**config.mk**
```make
export PLATFORM = sky130hd
export DESIGN_NAME = dual_port_seize
export DESIGN_NICKNAME = d
export VERILOG_FILES = /design/src/hdl/seize_pkg.sv /design/src/hdl/dual_port_seize.sv
export SDC_FILE = /design/constraint.sdc
export NUM_CORES = 1
export LEC_CHECK = 0
export BUFFER_PORTS_ARGS = -buffer_cell sky130_fd_sc_hd__buf_2
export CAP_MARGIN = 5
export CORE_UTILIZATION = 36
export CTS_BUF_LIST = sky130_fd_sc_hd__clkbuf_8
export CTS_CLUSTER_DIAMETER = 120
export DETAILED_ROUTE_END_ITERATION = 16
export GPL_TIMING_DRIVEN = 0
export SLEW_MARGIN = 40
export SYNTH_ARGS = -nofsm -noshare
export SYNTH_HDL_FRONTEND = slang
export SYNTH_SLANG_ARGS = --single-unit
```
**constraint.sdc**
```tcl
create_clock -name clk -period 3.1 [get_ports clk]
set_clock_uncertainty 0.05 [all_clocks]
set_input_delay 0.62 -clock clk [delete_from_list [all_inputs] [get_ports clk]]
set_output_delay 0.62 -clock clk [all_outputs]
set_load 0.01 [all_outputs]
```
**src/hdl/seize_pkg.sv**
```systemverilog
package seize_pkg;

  // ---------------------------------------------------------------------------
  // Register map, byte addresses on the APB bus
  // ---------------------------------------------------------------------------
  localparam logic [7:0] ADDR_CS1 = 8'h00;
  localparam logic [7:0] ADDR_CTRL = 8'h04;
  localparam logic [7:0] ADDR_ATTN = 8'h08;
  localparam logic [7:0] ADDR_DATA = 8'h0C;
  localparam logic [7:0] ADDR_TYPE = 8'h10;
  localparam logic [7:0] ADDR_DSTAT = 8'h14;
  localparam logic [7:0] ADDR_STAT = 8'h18;

  // ---------------------------------------------------------------------------
  // Field positions
  // ---------------------------------------------------------------------------
  localparam int CS1_GO = 0;
  localparam int CS1_FUNC_LO = 1;
  localparam int CS1_IE = 6;
  localparam int CS1_DVA = 11;
  localparam int CTRL_UNIT_LO = 0;
  localparam int CTRL_CLEAR = 5;
  localparam int TYPE_DPM = 11;
  localparam int DSTAT_PGM = 9;
  localparam int DSTAT_ATA = 15;
  localparam int STAT_REQ_LO = 8;
  localparam int STAT_OPI = 16;

  // Function code including the go bit; release is octal 13.
  localparam logic [5:0] FUNC_RELEASE = 6'h0B;
  localparam logic [15:0] DATA_RESET = 16'h0000;

  // ---------------------------------------------------------------------------
  // Timing
  // ---------------------------------------------------------------------------
  localparam longint ONE_SEC_NS = 1000000000;
  localparam longint CLK_PERIOD_NS = 50;
  localparam int ONE_SEC_CYCLES = int'(ONE_SEC_NS / CLK_PERIOD_NS);
  localparam int TIMER_W = 25;

  // Per-drive ownership state.
  typedef enum logic [1:0] {ST_ABSENT, ST_STALL, ST_FREE, ST_HELD} drive_st_e;

  // Command handed to the drive sequencer.
  typedef struct packed {
    logic [2:0] unit;
    logic [5:0] func;
  } cmd_s;

  // Option switches after synchronisation.
  typedef struct packed {
    logic dual_port;
    logic dual_access;
  } sw_s;

endpackage : seize_pkg
```
**src/hdl/dual_port_seize.sv**
```systemverilog
`timescale 1ns/10ps
// Summary of operation
// - Host write or attention one requests seizure.
// - Held drive shows drive-available flag.
// - Other-held drive reads zero, ignores writes.
// - Busy-elsewhere request remembered until release.
// - Release command returns drive to unseized.
// - One-second timer releases unless seizing repeated.
// - Control read of held drive restarts timer.
// - Control read unheld: shared bits, no request.
// - Other registers read zero unless held.
// - Control write unheld: request, try go.
// - Control write held loads function; release frees.
// - Other write unheld: discarded, request set.
// - Other write held: update, restart timer.
// - Freed requested drive seized, attention raised.
// - Unanswered attention: release, attention stays set.
// - No neutral state; unheld means busy elsewhere.
// - Transfer running halts timers, seize, release.
// - Single-port: appears held, no attention, waits.
// - Dual access sets mode and programmable flags.
// - Dual access: free runs, busy waits.
// - First detection stalls drive one second.
// - Dual access bypasses stall; dual port dominates.
module dual_port_seize
  import seize_pkg::*;
#(
  parameter int NDRV = 8,
  parameter int ONE_SEC = ONE_SEC_CYCLES
)(
  // Clock and reset
  input wire logic clk,
  input wire logic nrst,
  // APB slave
  input wire logic psel,
  input wire logic penable,
  input wire logic pwrite,
  input wire logic [7:0] paddr,
  input wire logic [31:0] pwdata,
  output logic [31:0] prdata,
  output logic pready,
  output logic pslverr,
  // Drive side pins, asynchronous
  input wire logic [NDRV-1:0] other_busy,
  input wire logic [NDRV-1:0] drive_present,
  input wire logic dual_port_sw,
  input wire logic dual_access_sw,
  // Transfer engine, same clock
  input wire logic xfer_active,
  // Results
  output logic [NDRV-1:0] held,
  output logic cmd_go,
  output cmd_s cmd,
  output logic irq
);

  // ---------------------------------------------------------------------------
  // Input synchronisers
  // ---------------------------------------------------------------------------
  logic [NDRV-1:0] busy_s1_reg, busy_reg, pres_s1_reg, pres_reg;
  sw_s sw_s1_reg, sw_reg;

  // Pins are only read after the second stage.
  always_ff @(posedge clk)
  begin
    busy_s1_reg <= other_busy;
    busy_reg <= busy_s1_reg;
    pres_s1_reg <= drive_present;
    pres_reg <= pres_s1_reg;
    sw_s1_reg <= '{dual_port: dual_port_sw, dual_access: dual_access_sw};
    sw_reg <= sw_s1_reg;
  end

  wire dual_mode = sw_reg.dual_port;
  wire access_mode = sw_reg.dual_access & ~sw_reg.dual_port;

  // ---------------------------------------------------------------------------
  // APB decode
  // ---------------------------------------------------------------------------
  logic [2:0] unit_reg;
  logic ie_reg, opi_reg;
  logic [NDRV-1:0] req_reg, ata_reg, pend_reg;
  logic [NDRV-1:0][5:0] func_reg;
  logic [NDRV-1:0][15:0] data_reg;
  logic [NDRV-1:0] held_w, touch_w, seize_w, attn_w, visible_w;

  // One wait state keeps every bus output on a flip-flop.
  wire access = psel & penable & pready;
  wire wr = access & pwrite;
  wire rd = access & ~pwrite;
  wire hit_cs1 = paddr == ADDR_CS1;
  wire hit_ctrl = paddr == ADDR_CTRL;
  wire hit_attn = paddr == ADDR_ATTN;
  wire hit_data = paddr == ADDR_DATA;
  wire hit_type = paddr == ADDR_TYPE;
  wire hit_dstat = paddr == ADDR_DSTAT;
  wire hit_stat = paddr == ADDR_STAT;
  wire mapped = hit_cs1 | hit_ctrl | hit_attn | hit_data | hit_type | hit_dstat | hit_stat;
  wire drive_reg = hit_cs1 | hit_data | hit_type | hit_dstat;
  wire clear = wr & hit_ctrl & pwdata[CTRL_CLEAR];
  wire unit_ok = 32'(unit_reg) < NDRV;
  wire sel_vis = unit_ok & visible_w[unit_reg];
  wire sel_busy = unit_ok & busy_reg[unit_reg];
  wire cs1_wr = wr & hit_cs1 & unit_ok;
  wire go_wr = cs1_wr & pwdata[CS1_GO];
  wire [5:0] wfunc = pwdata[5:0];
  wire [NDRV-1:0] pend_go = pend_reg & ~busy_reg;

  // ---------------------------------------------------------------------------
  // Read mux
  // ---------------------------------------------------------------------------
  logic [31:0] rdata;

  // Shared bits always readable; drive bits only while visible.
  always_comb
  begin
    rdata = 32'h0000_0000;
    if (hit_cs1)
    begin
      rdata[CS1_IE] = ie_reg;
      if (sel_vis)
      begin
        rdata[CS1_DVA] = 1'b1;
        rdata[5:0] = func_reg[unit_reg];
      end
    end
    else if (hit_data && sel_vis)
      rdata[15:0] = data_reg[unit_reg];
    else if (hit_type && sel_vis)
      rdata[TYPE_DPM] = access_mode;
    else if (hit_dstat && sel_vis)
    begin
      rdata[DSTAT_PGM] = access_mode;
      rdata[DSTAT_ATA] = ata_reg[unit_reg];
    end
    else if (hit_ctrl)
      rdata[2:0] = unit_reg;
    else if (hit_attn)
      rdata[NDRV-1:0] = ata_reg;
    else if (hit_stat)
    begin
      rdata[NDRV-1:0] = held_w;
      rdata[STAT_REQ_LO +: NDRV] = req_reg;
      rdata[STAT_OPI] = opi_reg;
    end
  end

  // Bus answer registers.
  always_ff @(posedge clk)
  begin
    if (!nrst)
    begin
      pready <= 1'b0;
      prdata <= 32'h0000_0000;
      pslverr <= 1'b0;
    end
    else
    begin
      pready <= psel & penable & ~pready;
      prdata <= rdata;
      pslverr <= psel & penable & ~pready & ~mapped;
    end
  end

  // ---------------------------------------------------------------------------
  // Per-drive ownership and timers
  // ---------------------------------------------------------------------------
  genvar gi;
  generate
    for (gi = 0; gi < NDRV; gi++)
    begin : g_drv
      drive_st_e st_reg, st_next;
      logic [TIMER_W-1:0] tmr_reg, tmr_next;
      wire me = unit_reg == 3'(gi);
      // any drive register write, or attention bit one
      wire touch = (wr & drive_reg & me) | (wr & hit_attn & pwdata[gi]);
      wire cs1_rd = rd & hit_cs1 & me;
      // release function on a held drive
      wire rel = cs1_wr & me & (st_reg == ST_HELD) & (wfunc == FUNC_RELEASE);
      // unheld is busy elsewhere; seize only once the far port lets go
      wire grab = (st_reg == ST_FREE) & (req_reg[gi] | touch) & ~busy_reg[gi];
      assign touch_w[gi] = touch;
      assign held_w[gi] = st_reg == ST_HELD;
      // nothing seized while a transfer runs
      assign seize_w[gi] = grab & ~xfer_active;
      // attention only for a pending request in dual-port mode
      assign attn_w[gi] = seize_w[gi] & req_reg[gi] & dual_mode;
      // outside dual-port mode the drive looks held unless it is stalled
      assign visible_w[gi] = (held_w[gi] | ~dual_mode) & (st_reg != ST_STALL);

      // Ownership state and shared one-second down counter.
      always_comb
      begin
        st_next = st_reg;
        tmr_next = tmr_reg;
        case (st_reg)
          ST_ABSENT:
            // first detection stalls unless dual access set
            if (pres_reg[gi])
            begin
              st_next = sw_reg.dual_access ? ST_FREE : ST_STALL;
              tmr_next = TIMER_W'(ONE_SEC - 1);
            end
          ST_STALL:
            if (tmr_reg == '0)
              st_next = ST_FREE;
            else if (!xfer_active)
              tmr_next = tmr_reg - 1'b1;
          ST_FREE:
            if (seize_w[gi])
            begin
              st_next = ST_HELD;
              tmr_next = TIMER_W'(ONE_SEC - 1);
            end
          ST_HELD:
            if (!xfer_active)
            begin
              if (touch || cs1_rd)
                tmr_next = TIMER_W'(ONE_SEC - 1);
              else if (tmr_reg != '0)
                tmr_next = tmr_reg - 1'b1;
              // release; attention bit is left alone
              if (rel || (tmr_reg == '0 && !touch && !cs1_rd))
                st_next = ST_FREE;
            end
          default:
            st_next = ST_ABSENT;
        endcase
        if (clear)
          tmr_next = TIMER_W'(ONE_SEC - 1);
      end

      always_ff @(posedge clk)
      begin
        if (!nrst)
        begin
          st_reg <= ST_ABSENT;
          tmr_reg <= '0;
        end
        else
        begin
          st_reg <= st_next;
          tmr_reg <= tmr_next;
        end
      end
    end
  endgenerate

  // ---------------------------------------------------------------------------
  // Request, attention, command and data registers
  // ---------------------------------------------------------------------------
  logic launch_pend;
  logic [2:0] pend_unit;

  // Lowest-numbered waiting drive wins; one command leaves per cycle.
  always_comb
  begin
    launch_pend = 1'b0;
    pend_unit = 3'h0;
    for (int k = NDRV - 1; k >= 0; k--)
      if (pend_go[k])
      begin
        launch_pend = 1'b1;
        pend_unit = 3'(k);
      end
  end

  // A direct go issues now when the drive is reachable and idle.
  wire go_now = go_wr & sel_vis & ~(sel_busy & ~dual_mode);
  // outside dual-port mode a busy drive holds the go.
  wire go_wait = go_wr & ~dual_mode & sel_busy;

  always_ff @(posedge clk)
  begin
    if (!nrst)
    begin
      unit_reg <= 3'h0;
      ie_reg <= 1'b0;
      opi_reg <= 1'b0;
      req_reg <= '0;
      ata_reg <= '0;
      pend_reg <= '0;
      func_reg <= '0;
      data_reg <= {NDRV{DATA_RESET}};
      cmd_go <= 1'b0;
      cmd <= '0;
      irq <= 1'b0;
      held <= '0;
    end
    else
    begin
      if (wr && hit_ctrl)
        unit_reg <= pwdata[CTRL_UNIT_LO +: 3];
      if (wr && hit_cs1)
        ie_reg <= pwdata[CS1_IE];
      // go on an unheld drive fails as operation incomplete
      if (go_wr && dual_mode && !sel_vis)
        opi_reg <= 1'b1;
      else if (clear)
        opi_reg <= 1'b0;
      // remember touches on unheld drives; clear
      // A touch that seizes at once leaves no request to fire after a later release.
      if (clear)
        req_reg <= touch_w & ~held_w & ~seize_w;
      else
        req_reg <= (req_reg | (touch_w & ~held_w)) & ~seize_w;
      // set wins over a host clear by writing one
      ata_reg <= (ata_reg & ~((wr && hit_attn) ? pwdata[NDRV-1:0] : '0)) | attn_w;
      // function loads only when visible, or queued to wait
      if (cs1_wr && (sel_vis || go_wait))
        func_reg[unit_reg] <= wfunc;
      // data register updates only while visible
      if (wr && hit_data && sel_vis)
        data_reg[unit_reg] <= pwdata[15:0];
      if (go_now)
      begin
        cmd_go <= 1'b1;
        cmd <= '{unit: unit_reg, func: wfunc};
      end
      else if (launch_pend)
      begin
        cmd_go <= 1'b1;
        cmd <= '{unit: pend_unit, func: func_reg[pend_unit]};
      end
      else
        cmd_go <= 1'b0;
      for (int k = 0; k < NDRV; k++)
        if (go_wait && unit_reg == 3'(k))
          pend_reg[k] <= 1'b1;
        else if (!go_now && launch_pend && pend_unit == 3'(k))
          pend_reg[k] <= 1'b0;
      // interrupt on attention with enable set
      irq <= ie_reg & (|ata_reg);
      held <= held_w;
    end
  end
endmodule : dual_port_seize

```
==> metrics.txt, run 1 <==
# TYPE chip_impl_metric gauge
chip_impl_metric{name="final.setup.worst_slack",unit="ns"} -0.00130
chip_impl_info{name="status",value="finished, violations left"} 1
chip_impl_metric{name="switching_share",unit="%"} 33.0
chip_impl_metric{name="floorplan.initialDensity",unit="%"} 36.6
chip_impl_metric{name="synth-edff-count",unit=""} 0
chip_impl_metric{name="synth_sequential_area_ratio",unit="%"} 40.8
chip_impl_metric{name="detail-route-antenna-nets",unit=""} 0
chip_impl_metric{name="core-area",unit="mm2"} 0.0662
chip_impl_metric{name="floorplan.die_area",unit="mm2"} 0.0684
chip_impl_metric{name="pwr-share-seq",unit="%"} 42.4
chip_impl_info{name="critical_path.reg2reg.endpoint",value="prdata[6]"} 1
chip_impl_metric{name="leakagePower",unit="nW"} 11.1
chip_impl_info{name="reg2reg_from",value="g_drv[5].st_reg[0]"} 1
chip_impl_info{name="failing_checks",value="negative setup slack"} 1
chip_impl_metric{name="die_y",unit="um"} 262
chip_impl_metric{name="area_growth",unit="%"} 17.4
chip_impl_metric{name="fin_crit_sh",unit="%"} 100
chip_impl_metric{name="worst-r2r-setup-slack",unit="ns"} -0.001
chip_impl_metric{name="max_clock_freq",unit="MHz"} 322
chip_impl_metric{name="dr.pass1.iters",unit=""} 8
chip_impl_metric{name="comb_power_share",unit="%"} 21.0
chip_impl_metric{name="grt_first_pass_wirelength",unit="mm"} 141
chip_impl_metric{name="synthesis.instances",unit=""} 2914
chip_impl_metric{name="total_of_flip_flops_plus_latches_after_synthesis",unit=""} 495
chip_impl_metric{name="finalPower",unit="mW"} 17.4
chip_impl_info{name="crit_path_cell_trace",value="clkbuf_1 > nand2_2 > o21ai_0 > mux4_2 > mux2_2 > buf_2 > nand2_1 > clkbuf_2 > a31o_2 > a31oi_1"} 1
chip_impl_metric{name="worst_ir_drop_vdd",unit="uV"} 370
chip_impl_info{name="clockRootBuffer",value="clkbuf_8"} 1
chip_impl_metric{name="htree_levels",unit=""} 3
chip_impl_metric{name="route.detailed.wl_per_inst",unit="um"} 23.4
chip_impl_info{name="top_delay_family_on_crit_path",value="buffers and inverters"} 1
chip_impl_metric{name="number_of_design_rule_violations_left_by_the_first_detailed_router_iteration",unit=""} 2698
chip_impl_metric{name="layout.filler_cells",unit=""} 6755
chip_impl_metric{name="timing.critical_path.depth",unit=""} 10
chip_impl_metric{name="max-cap-violations",unit=""} 0
chip_impl_metric{name="global_route.overflow_total",unit=""} 0
chip_impl_info{name="end_kind",value="register"} 1
chip_impl_metric{name="postSynth.asyncResetShare",unit="%"} 0
chip_impl_metric{name="buffer_ports.inserted",unit=""} 84
chip_impl_metric{name="antenna_found_initial",unit=""} 8
chip_impl_metric{name="largest_register_ffs",unit=""} 200
chip_impl_info{name="min-delay-start",value="pwdata[1]"} 1
chip_impl_metric{name="setup_violations",unit=""} 1
chip_impl_info{name="hold_path.class",value="in -> reg"} 1
chip_impl_info{name="type_of_origin_of_the_critical_path",value="register"} 1
chip_impl_metric{name="cts.clk_slew.worst_paths",unit="ns"} 0.07
chip_impl_metric{name="multi_input_gate_area_in_the_final_layout",unit="mm2"} 0.0138
chip_impl_metric{name="drive_above_1_share",unit="%"} 15.7
chip_impl_metric{name="crit_path_max_fanout",unit=""} 10
chip_impl_metric{name="maxSlewViolCount",unit=""} 0
chip_impl_metric{name="power.density_cell_area",unit="mW/mm2"} 611
chip_impl_metric{name="track_usage",unit="%"} 27.0
chip_impl_metric{name="p_int",unit="mW"} 11.7
chip_impl_metric{name="layout.nets",unit=""} 3199
chip_impl_metric{name="max-clock-path-buffers",unit=""} 3
chip_impl_metric{name="hold_violations",unit=""} 0
chip_impl_metric{name="postSynthAreaPerCell",unit="um2"} 8.33
chip_impl_info{name="critPathCapture",value="prdata[6]"} 1
chip_impl_metric{name="worst_pin_slew",unit="ns"} 0.996
chip_impl_metric{name="die-width",unit="um"} 262
chip_impl_metric{name="synth_cell_type_count",unit=""} 106
chip_impl_metric{name="switching_power",unit="mW"} 5.75
chip_impl_metric{name="timing.max_slew.rel_slack",unit="%"} 33.1
chip_impl_metric{name="timing.critical_path.arrival",unit="ns"} 3.61
chip_impl_metric{name="cts_made_buffers",unit=""} 88
chip_impl_metric{name="grt_pass1_vias",unit=""} 22700
chip_impl_info{name="critical_path.slowest_cell",value="a31oi_1"} 1
chip_impl_metric{name="clkLatencyLatePin",unit="ns"} 0.73
chip_impl_metric{name="timing.critical_path.buf_inv",unit=""} 3
chip_impl_info{name="tritoncts",value="built"} 1
chip_impl_metric{name="cts.sink_count",unit=""} 495
chip_impl_metric{name="std_cell_rows",unit=""} 94
chip_impl_metric{name="drc",unit=""} 0
chip_impl_metric{name="finalWirelength",unit="mm"} 95.1
chip_impl_metric{name="mappedNetlistArea",unit="mm2"} 0.0243
chip_impl_metric{name="regArea",unit="mm2"} 0.00991
chip_impl_metric{name="cpPeakStageDelay",unit="ns"} 0.36
chip_impl_metric{name="grt_start_max_net_pins",unit=""} 13
chip_impl_metric{name="dp.final_hpwl",unit="mm"} 66.5
chip_impl_info{name="critical_path_class",value="reg -> reg"} 1
chip_impl_metric{name="share_clk_of_total_power",unit="%"} 36.6
chip_impl_info{name="critical_path.startpoint",value="g_drv[5].st_reg[0]"} 1
chip_impl_metric{name="num_vias",unit=""} 25000
chip_impl_metric{name="hold_slack",unit="ns"} 0.195
chip_impl_metric{name="via_per_inst",unit=""} 6.15
chip_impl_metric{name="synth.yosys.warnings",unit=""} 0
chip_impl_metric{name="critical_path_required",unit="ns"} 3.61
chip_impl_metric{name="timing.final.crit_period",unit="ns"} 3.10
chip_impl_metric{name="r2r_worst_path_depth",unit=""} 10
chip_impl_info{name="synth_flop_cell",value="dfxtp_1"} 1
chip_impl_metric{name="gp_routability_congestion",unit=""} 1.04
chip_impl_metric{name="design.portCount",unit=""} 117
chip_impl_info{name="grt_setup_unrepaired",value="yes"} 1
routing by layer:
metal | track usage [%] | part of all wire [%] | vias to the layer above
li1 | - | - | 11400
met1 | 37.8 | 44 | 12000
met2 | 40.2 | 43 | 1268
met3 | 5.45 | 9.8 | 232
met4 | 11.1 | 3.7 | 6
met5 | 0 | 0.048 | -
worst reg2reg max path, cell delays in order (launching register included):
cell,delay (ns)
dfxtp_1,0.31
clkbuf_1,0.30
nand2_2,0.21
o21ai_0,0.15
mux4_2,0.29
mux2_2,0.25
buf_2,0.34
nand2_1,0.12
clkbuf_2,0.29
a31o_2,0.29
a31oi_1,0.36
cells in the final DEF, fill, tap and decap left out, types with 17 or more instances in the layout:
cell type / count
dfxtp_1: 494
nand2_1: 250
o21ai_0: 225
nor2_1: 199
nand3_1: 190
a21oi_1: 144
nor3_1: 123
buf_2: 115
clkbuf_8: 111
clkbuf_1: 89
mux2i_1: 89
inv_1: 76
a22oi_1: 66
clkbuf_2: 64
or3_1: 52
nor4_1: 52
a31oi_1: 43
nand4_1: 38
nand2b_1: 32
buf_4: 31
or4_1: 30
o21a_1: 30
a211oi_1: 28
o22ai_1: 28
o211a_1: 26
and3_1: 24
dlygate4sd3_1: 18
o31ai_1: 17
a31o_2: 17
a221oi_1: 17
a311oi_1: 17
synth_stat cells, types with 24 or more instances:
cell      count  area (um2)
dfxtp_1     495        9910
nand2_1     254         953
o21ai_0     230        1150
nor2_1      205         769
nand3_1     193         966
clkbuf_1    165         619
a21oi_1     146         731
nor3_1      129         646
mux2i_1      89         891
a22oi_1      66         495
nor4_1       61         382
or3_1        52         325
a31oi_1      49         307
inv_1        48         180
nand4_1      38         238
nand2b_1     32         200
or4_1        31         233
o21a_1       30         225
a211oi_1     28         210
o22ai_1      28         175
o211a_1      26         260
and3_1       24         150
logic make-up after synthesis:
group / after synthesis / share of synthesized area [%]
AND/OR/NAND/NOR: 1155 / 24.5
AO/OA/AOI/OAI: 879 / 25.0
flip-flops: 495 / 40.8
buffers and inverters: 269 / 4.66
multiplexers: 105 / 4.55
adder cells (fa/ha/maj): 8 / 0.413
XOR/XNOR: 2 / 0.0722
other: 1 / 0.0155
how the worst min path moves through the flow:
stage / to / slack [ns] / cells past startpoint
2_1_floorplan: busy_reg[0] / 0.26 / 0
3_3_place_gp: pres_reg[6] / 0.26 / 0
3_5_place_dp: pres_reg[4] / 0.26 / 0
4_1_cts: unit_reg[1] / 0.17 / 3
5_1_grt: unit_reg[1] / 0.20 / 3
6_report: unit_reg[1] / 0.20 / 3
power groups by stage:
stage	sequential (mW)	clock, mW	combinational (mW)
floorplan	7.31	0	2.60
global placement	7.45	0	3.45
detailed placement	7.45	0	3.48
CTS	7.32	6.45	3.54
global route	7.45	6.76	3.99
finish	7.39	6.38	3.65
per-stage QoR:
stage | area [um2] | worst slack, ns | instances | TNS [ns] | utilization, %
2_1_floorplan | 24300 | 0.118 | 2928 | 0 | -
5_1_grt | 28500 | -0.0570 | 4058 | -0.388 | 43.0
6_report | 28500 | -0.00130 | 4061 | -0.00130 | 43.0
3_3_place_gp | 25800 | -1.59 | 3876 | -310.92 | 39.0
4_1_cts | 28200 | -0.0912 | 4051 | -0.535 | 42.5
3_5_place_dp | 26000 | -1.10 | 3879 | -259.78 | 39.2
timing repair:
item,4_1_cts,5_1_grt
resized for setup,70,77
setup buffers,0,11
setup endpoints to repair,376,295
pin swaps,1,6
endpoints found under the hold margin,18,0
hold buffers,18,0
area by class of cell:
class                           count  area share (%)
Tap cell                          864            3.79
Antenna cell                        4          0.0351
Timing Repair Buffer              116            2.47
Inverter                           49           0.646
Buffer                            213            3.59
Multi-Input combinational cell   2164            48.3
Clock inverter                     45            1.01
Sequential cell                   495            34.8
Clock buffer                      111            5.36
(Power assumes the default switching activity.)
==> run 2, diff against run 1 <==
==> constraint.sdc (replaced) <==
create_clock -name clk -period 3.1 [get_ports clk]
set_clock_uncertainty 0.05 [all_clocks]
set_input_delay 0.31 -clock clk [delete_from_list [all_inputs] [get_ports clk]]
set_output_delay 0.31 -clock clk [all_outputs]
set_load 0.01 [all_outputs]
==> run 2 against run 1 <==
The flow still finishes with violations (negative setup slack). Clock power is essentially flat. Hold slack worse by 0.16 ns. Register-to-register slack got worse by 0.04 ns. Highest routed layer unchanged. Final area rose by 0.30%. Setup slack worse by 0.042 ns. Sequential power about the same. Largest power group unchanged. Die area unchanged. Sequential cell count unchanged. Non-clock buffer count grew 10.
==> metrics.txt, run 2 (same netlist as run 1, synthesis figures left out) <==
# TYPE chip_impl_metric gauge
chip_impl_info{name="status",value="finished, violations left"} 1
chip_impl_info{name="failing_checks",value="negative setup slack"} 1
chip_impl_metric{name="crit_path_max_fanout",unit=""} 10
chip_impl_metric{name="buffer_ports.inserted",unit=""} 84
chip_impl_metric{name="switching_power",unit="mW"} 5.75
chip_impl_info{name="commonest_cells_after_routing_fill_and_taps_aside",value="dfxtp_1, nand2_1, o21ai_0"} 1
chip_impl_metric{name="cts_made_buffers",unit=""} 88
chip_impl_metric{name="core-area",unit="mm2"} 0.0662
chip_impl_metric{name="timing.max_slew.rel_slack",unit="%"} 35.6
chip_impl_info{name="hold_path.class",value="in -> reg"} 1
chip_impl_metric{name="comb_power_share",unit="%"} 21.1
chip_impl_info{name="crit_path_cell_trace",value="clkbuf_1 > nand2_1 > o21ai_0 > mux4_2 > mux2_2 > clkbuf_2 > nand2_1 > clkbuf_2 > a31o_2 > a31oi_1"} 1
chip_impl_metric{name="leakagePower",unit="nW"} 11.1
chip_impl_metric{name="finalWirelength",unit="mm"} 95.1
chip_impl_metric{name="switching_share",unit="%"} 33.0
chip_impl_metric{name="worst_ir_drop_vdd",unit="uV"} 371
chip_impl_info{name="grt_setup_unrepaired",value="yes"} 1
chip_impl_metric{name="layout.nets",unit=""} 3209
chip_impl_info{name="tritoncts",value="built"} 1
chip_impl_info{name="type_of_origin_of_the_critical_path",value="register"} 1
chip_impl_metric{name="num_vias",unit=""} 25200
chip_impl_metric{name="global_route.overflow_total",unit=""} 0
chip_impl_metric{name="floorplan.initialDensity",unit="%"} 36.6
chip_impl_metric{name="share_clk_of_total_power",unit="%"} 36.6
chip_impl_metric{name="dp.final_hpwl",unit="mm"} 66.5
chip_impl_metric{name="drc",unit=""} 0
chip_impl_metric{name="place_area",unit="mm2"} 0.0260
chip_impl_info{name="critical_path_class",value="reg -> reg"} 1
chip_impl_metric{name="worst_pin_slew",unit="ns"} 0.960
chip_impl_metric{name="timing.final.crit_period",unit="ns"} 3.14
chip_impl_metric{name="critical_path_required",unit="ns"} 3.61
chip_impl_metric{name="finish.instance_area",unit="mm2"} 0.0286
chip_impl_metric{name="pwr-share-seq",unit="%"} 42.3
chip_impl_metric{name="hold_violations",unit=""} 0
chip_impl_info{name="end_kind",value="register"} 1
chip_impl_metric{name="design.portCount",unit=""} 117
chip_impl_metric{name="std_cell_rows",unit=""} 94
chip_impl_metric{name="grt_first_pass_wirelength",unit="mm"} 141
chip_impl_info{name="layout_commonest_cell",value="dfxtp_1"} 1
chip_impl_metric{name="number_of_design_rule_violations_left_by_the_first_detailed_router_iteration",unit=""} 2885
chip_impl_metric{name="max-clock-path-buffers",unit=""} 3
chip_impl_info{name="top_delay_family_on_crit_path",value="buffers and inverters"} 1
chip_impl_metric{name="die_y",unit="um"} 262
chip_impl_metric{name="max_clock_freq",unit="MHz"} 318
chip_impl_metric{name="timing.critical_path.buf_inv",unit=""} 3
chip_impl_info{name="clockRootBuffer",value="clkbuf_8"} 1
chip_impl_metric{name="detail-route-antenna-nets",unit=""} 0
chip_impl_metric{name="grt_pass1_vias",unit=""} 22800
chip_impl_metric{name="die-width",unit="um"} 262
chip_impl_metric{name="fin_crit_sh",unit="%"} 101
chip_impl_metric{name="finish.utilization",unit="%"} 43.2
chip_impl_metric{name="via_per_inst",unit=""} 6.20
chip_impl_metric{name="final.setup.worst_slack",unit="ns"} -0.0434
chip_impl_info{name="critical_path.slowest_cell",value="clkbuf_1"} 1
chip_impl_metric{name="p_int",unit="mW"} 11.7
chip_impl_metric{name="area_growth",unit="%"} 17.8
chip_impl_metric{name="cts.clk_slew.worst_paths",unit="ns"} 0.06
chip_impl_metric{name="dr.pass1.iters",unit=""} 5
chip_impl_metric{name="antenna_found_initial",unit=""} 7
chip_impl_metric{name="largest_register_ffs",unit=""} 200
chip_impl_metric{name="maxSlewViolCount",unit=""} 0
chip_impl_metric{name="track_usage",unit="%"} 27.0
chip_impl_metric{name="setup_violations",unit=""} 3
chip_impl_metric{name="setup_tns",unit="ns"} -0.0747
chip_impl_metric{name="power.density_cell_area",unit="mW/mm2"} 610
chip_impl_metric{name="floorplan.die_area",unit="mm2"} 0.0684
chip_impl_metric{name="timing.critical_path.arrival",unit="ns"} 3.65
chip_impl_metric{name="cts.sink_count",unit=""} 495
chip_impl_metric{name="grt_start_max_net_pins",unit=""} 13
chip_impl_metric{name="clkLatencyLatePin",unit="ns"} 0.74
chip_impl_metric{name="gp_routability_congestion",unit=""} 1.04
chip_impl_metric{name="htree_levels",unit=""} 3
chip_impl_metric{name="max-cap-violations",unit=""} 0
chip_impl_metric{name="drive_above_1_share",unit="%"} 15.1
chip_impl_metric{name="cpPeakStageDelay",unit="ns"} 0.38
chip_impl_metric{name="route.detailed.wl_per_inst",unit="um"} 23.4
==> run 2: cell count changes in the layout (fill, tap and decap cells not counted), moves of 2 or more <==
cell,change
nor2_1,+3
nor2_2,-3
nand2_2,-2
nand2_1,+2
clkbuf_2,-8
buf_4,-6
clkbuf_1,+4
dlygate4sd3_1,+14
buf_2,+3
==> run 2: per-stage QoR <==
stage	hold slack, ns	setup slack, ns	total power, mW	cells
2_1_floorplan	0.260	0.428	9.91	2928
3_3_place_gp	0.261	-1.28	10.9	3876
3_5_place_dp	0.262	-0.792	10.9	3879
4_1_cts	0.00206	-0.0912	17.3	4065
5_1_grt	0.0557	-0.0293	18.2	4068
6_report	0.0328	-0.0434	17.4	4072
==> run 2: worst register-to-register path: stages (launching register included) <==
cell,delay (ns)
dfxtp_1,0.30
clkbuf_1,0.38
nand2_1,0.16
o21ai_0,0.13
mux4_2,0.28
mux2_2,0.25
clkbuf_2,0.36
nand2_1,0.12
clkbuf_2,0.28
a31o_2,0.29
a31oi_1,0.37
==> run 2: power groups by stage <==
stage                     clock, mW  sequential, mW  combinational [mW]
after detailed placement          0            7.45                3.48
after global placement            0            7.45                3.45
final                          6.38            7.37                3.67
after global routing           6.76            7.44                4.02
after floorplan                   0            7.31                2.60
after CTS                      6.45            7.32                3.55
==> run 2: cell type report <==
cell class / instances / area, um2
Multi-Input combinational cell: 2164 / 13700
Timing Repair Buffer: 125 / 818
Clock inverter: 45 / 288
Antenna cell: 5 / 12.5
Sequential cell: 495 / 9910
Tap cell: 864 / 1080
Fill cell: 6740 / 37600
Clock buffer: 111 / 1530
Buffer: 214 / 1020
Inverter: 49 / 184
==> run 2: path summary, 6_finish.rpt <==
path	from	endpoint	slack [ns]	cells after the start
setup / recovery	g_drv[6].st_reg[1]	prdata[6]	-0.04	10
hold / removal	pwdata[8]	data_reg[24]	0.03	3
setup reg to reg	g_drv[6].st_reg[1]	prdata[6]	-0.04	10
hold reg to reg	pres_s1_reg[3]	pres_reg[3]	0.27	0
==> run 2: per-layer routing <==
layer / vias to the layer above / track usage (%) / wire length, um
li1: 11500 / - / -
met4: 4 / 11.1 / 3320
met3: 220 / 5.30 / 9380
met5: - / 0 / 23
met1: 12200 / 37.9 / 41500
met2: 1287 / 40.3 / 40900
==> run 2: what timing repair did <==
action	in CTS	in global routing
pin swaps	1	5
resized for setup	68	69
hold buffers	32	0
buffers inserted	0	6
endpoints found under the setup margin	376	287
hold endpoints to repair	59	0
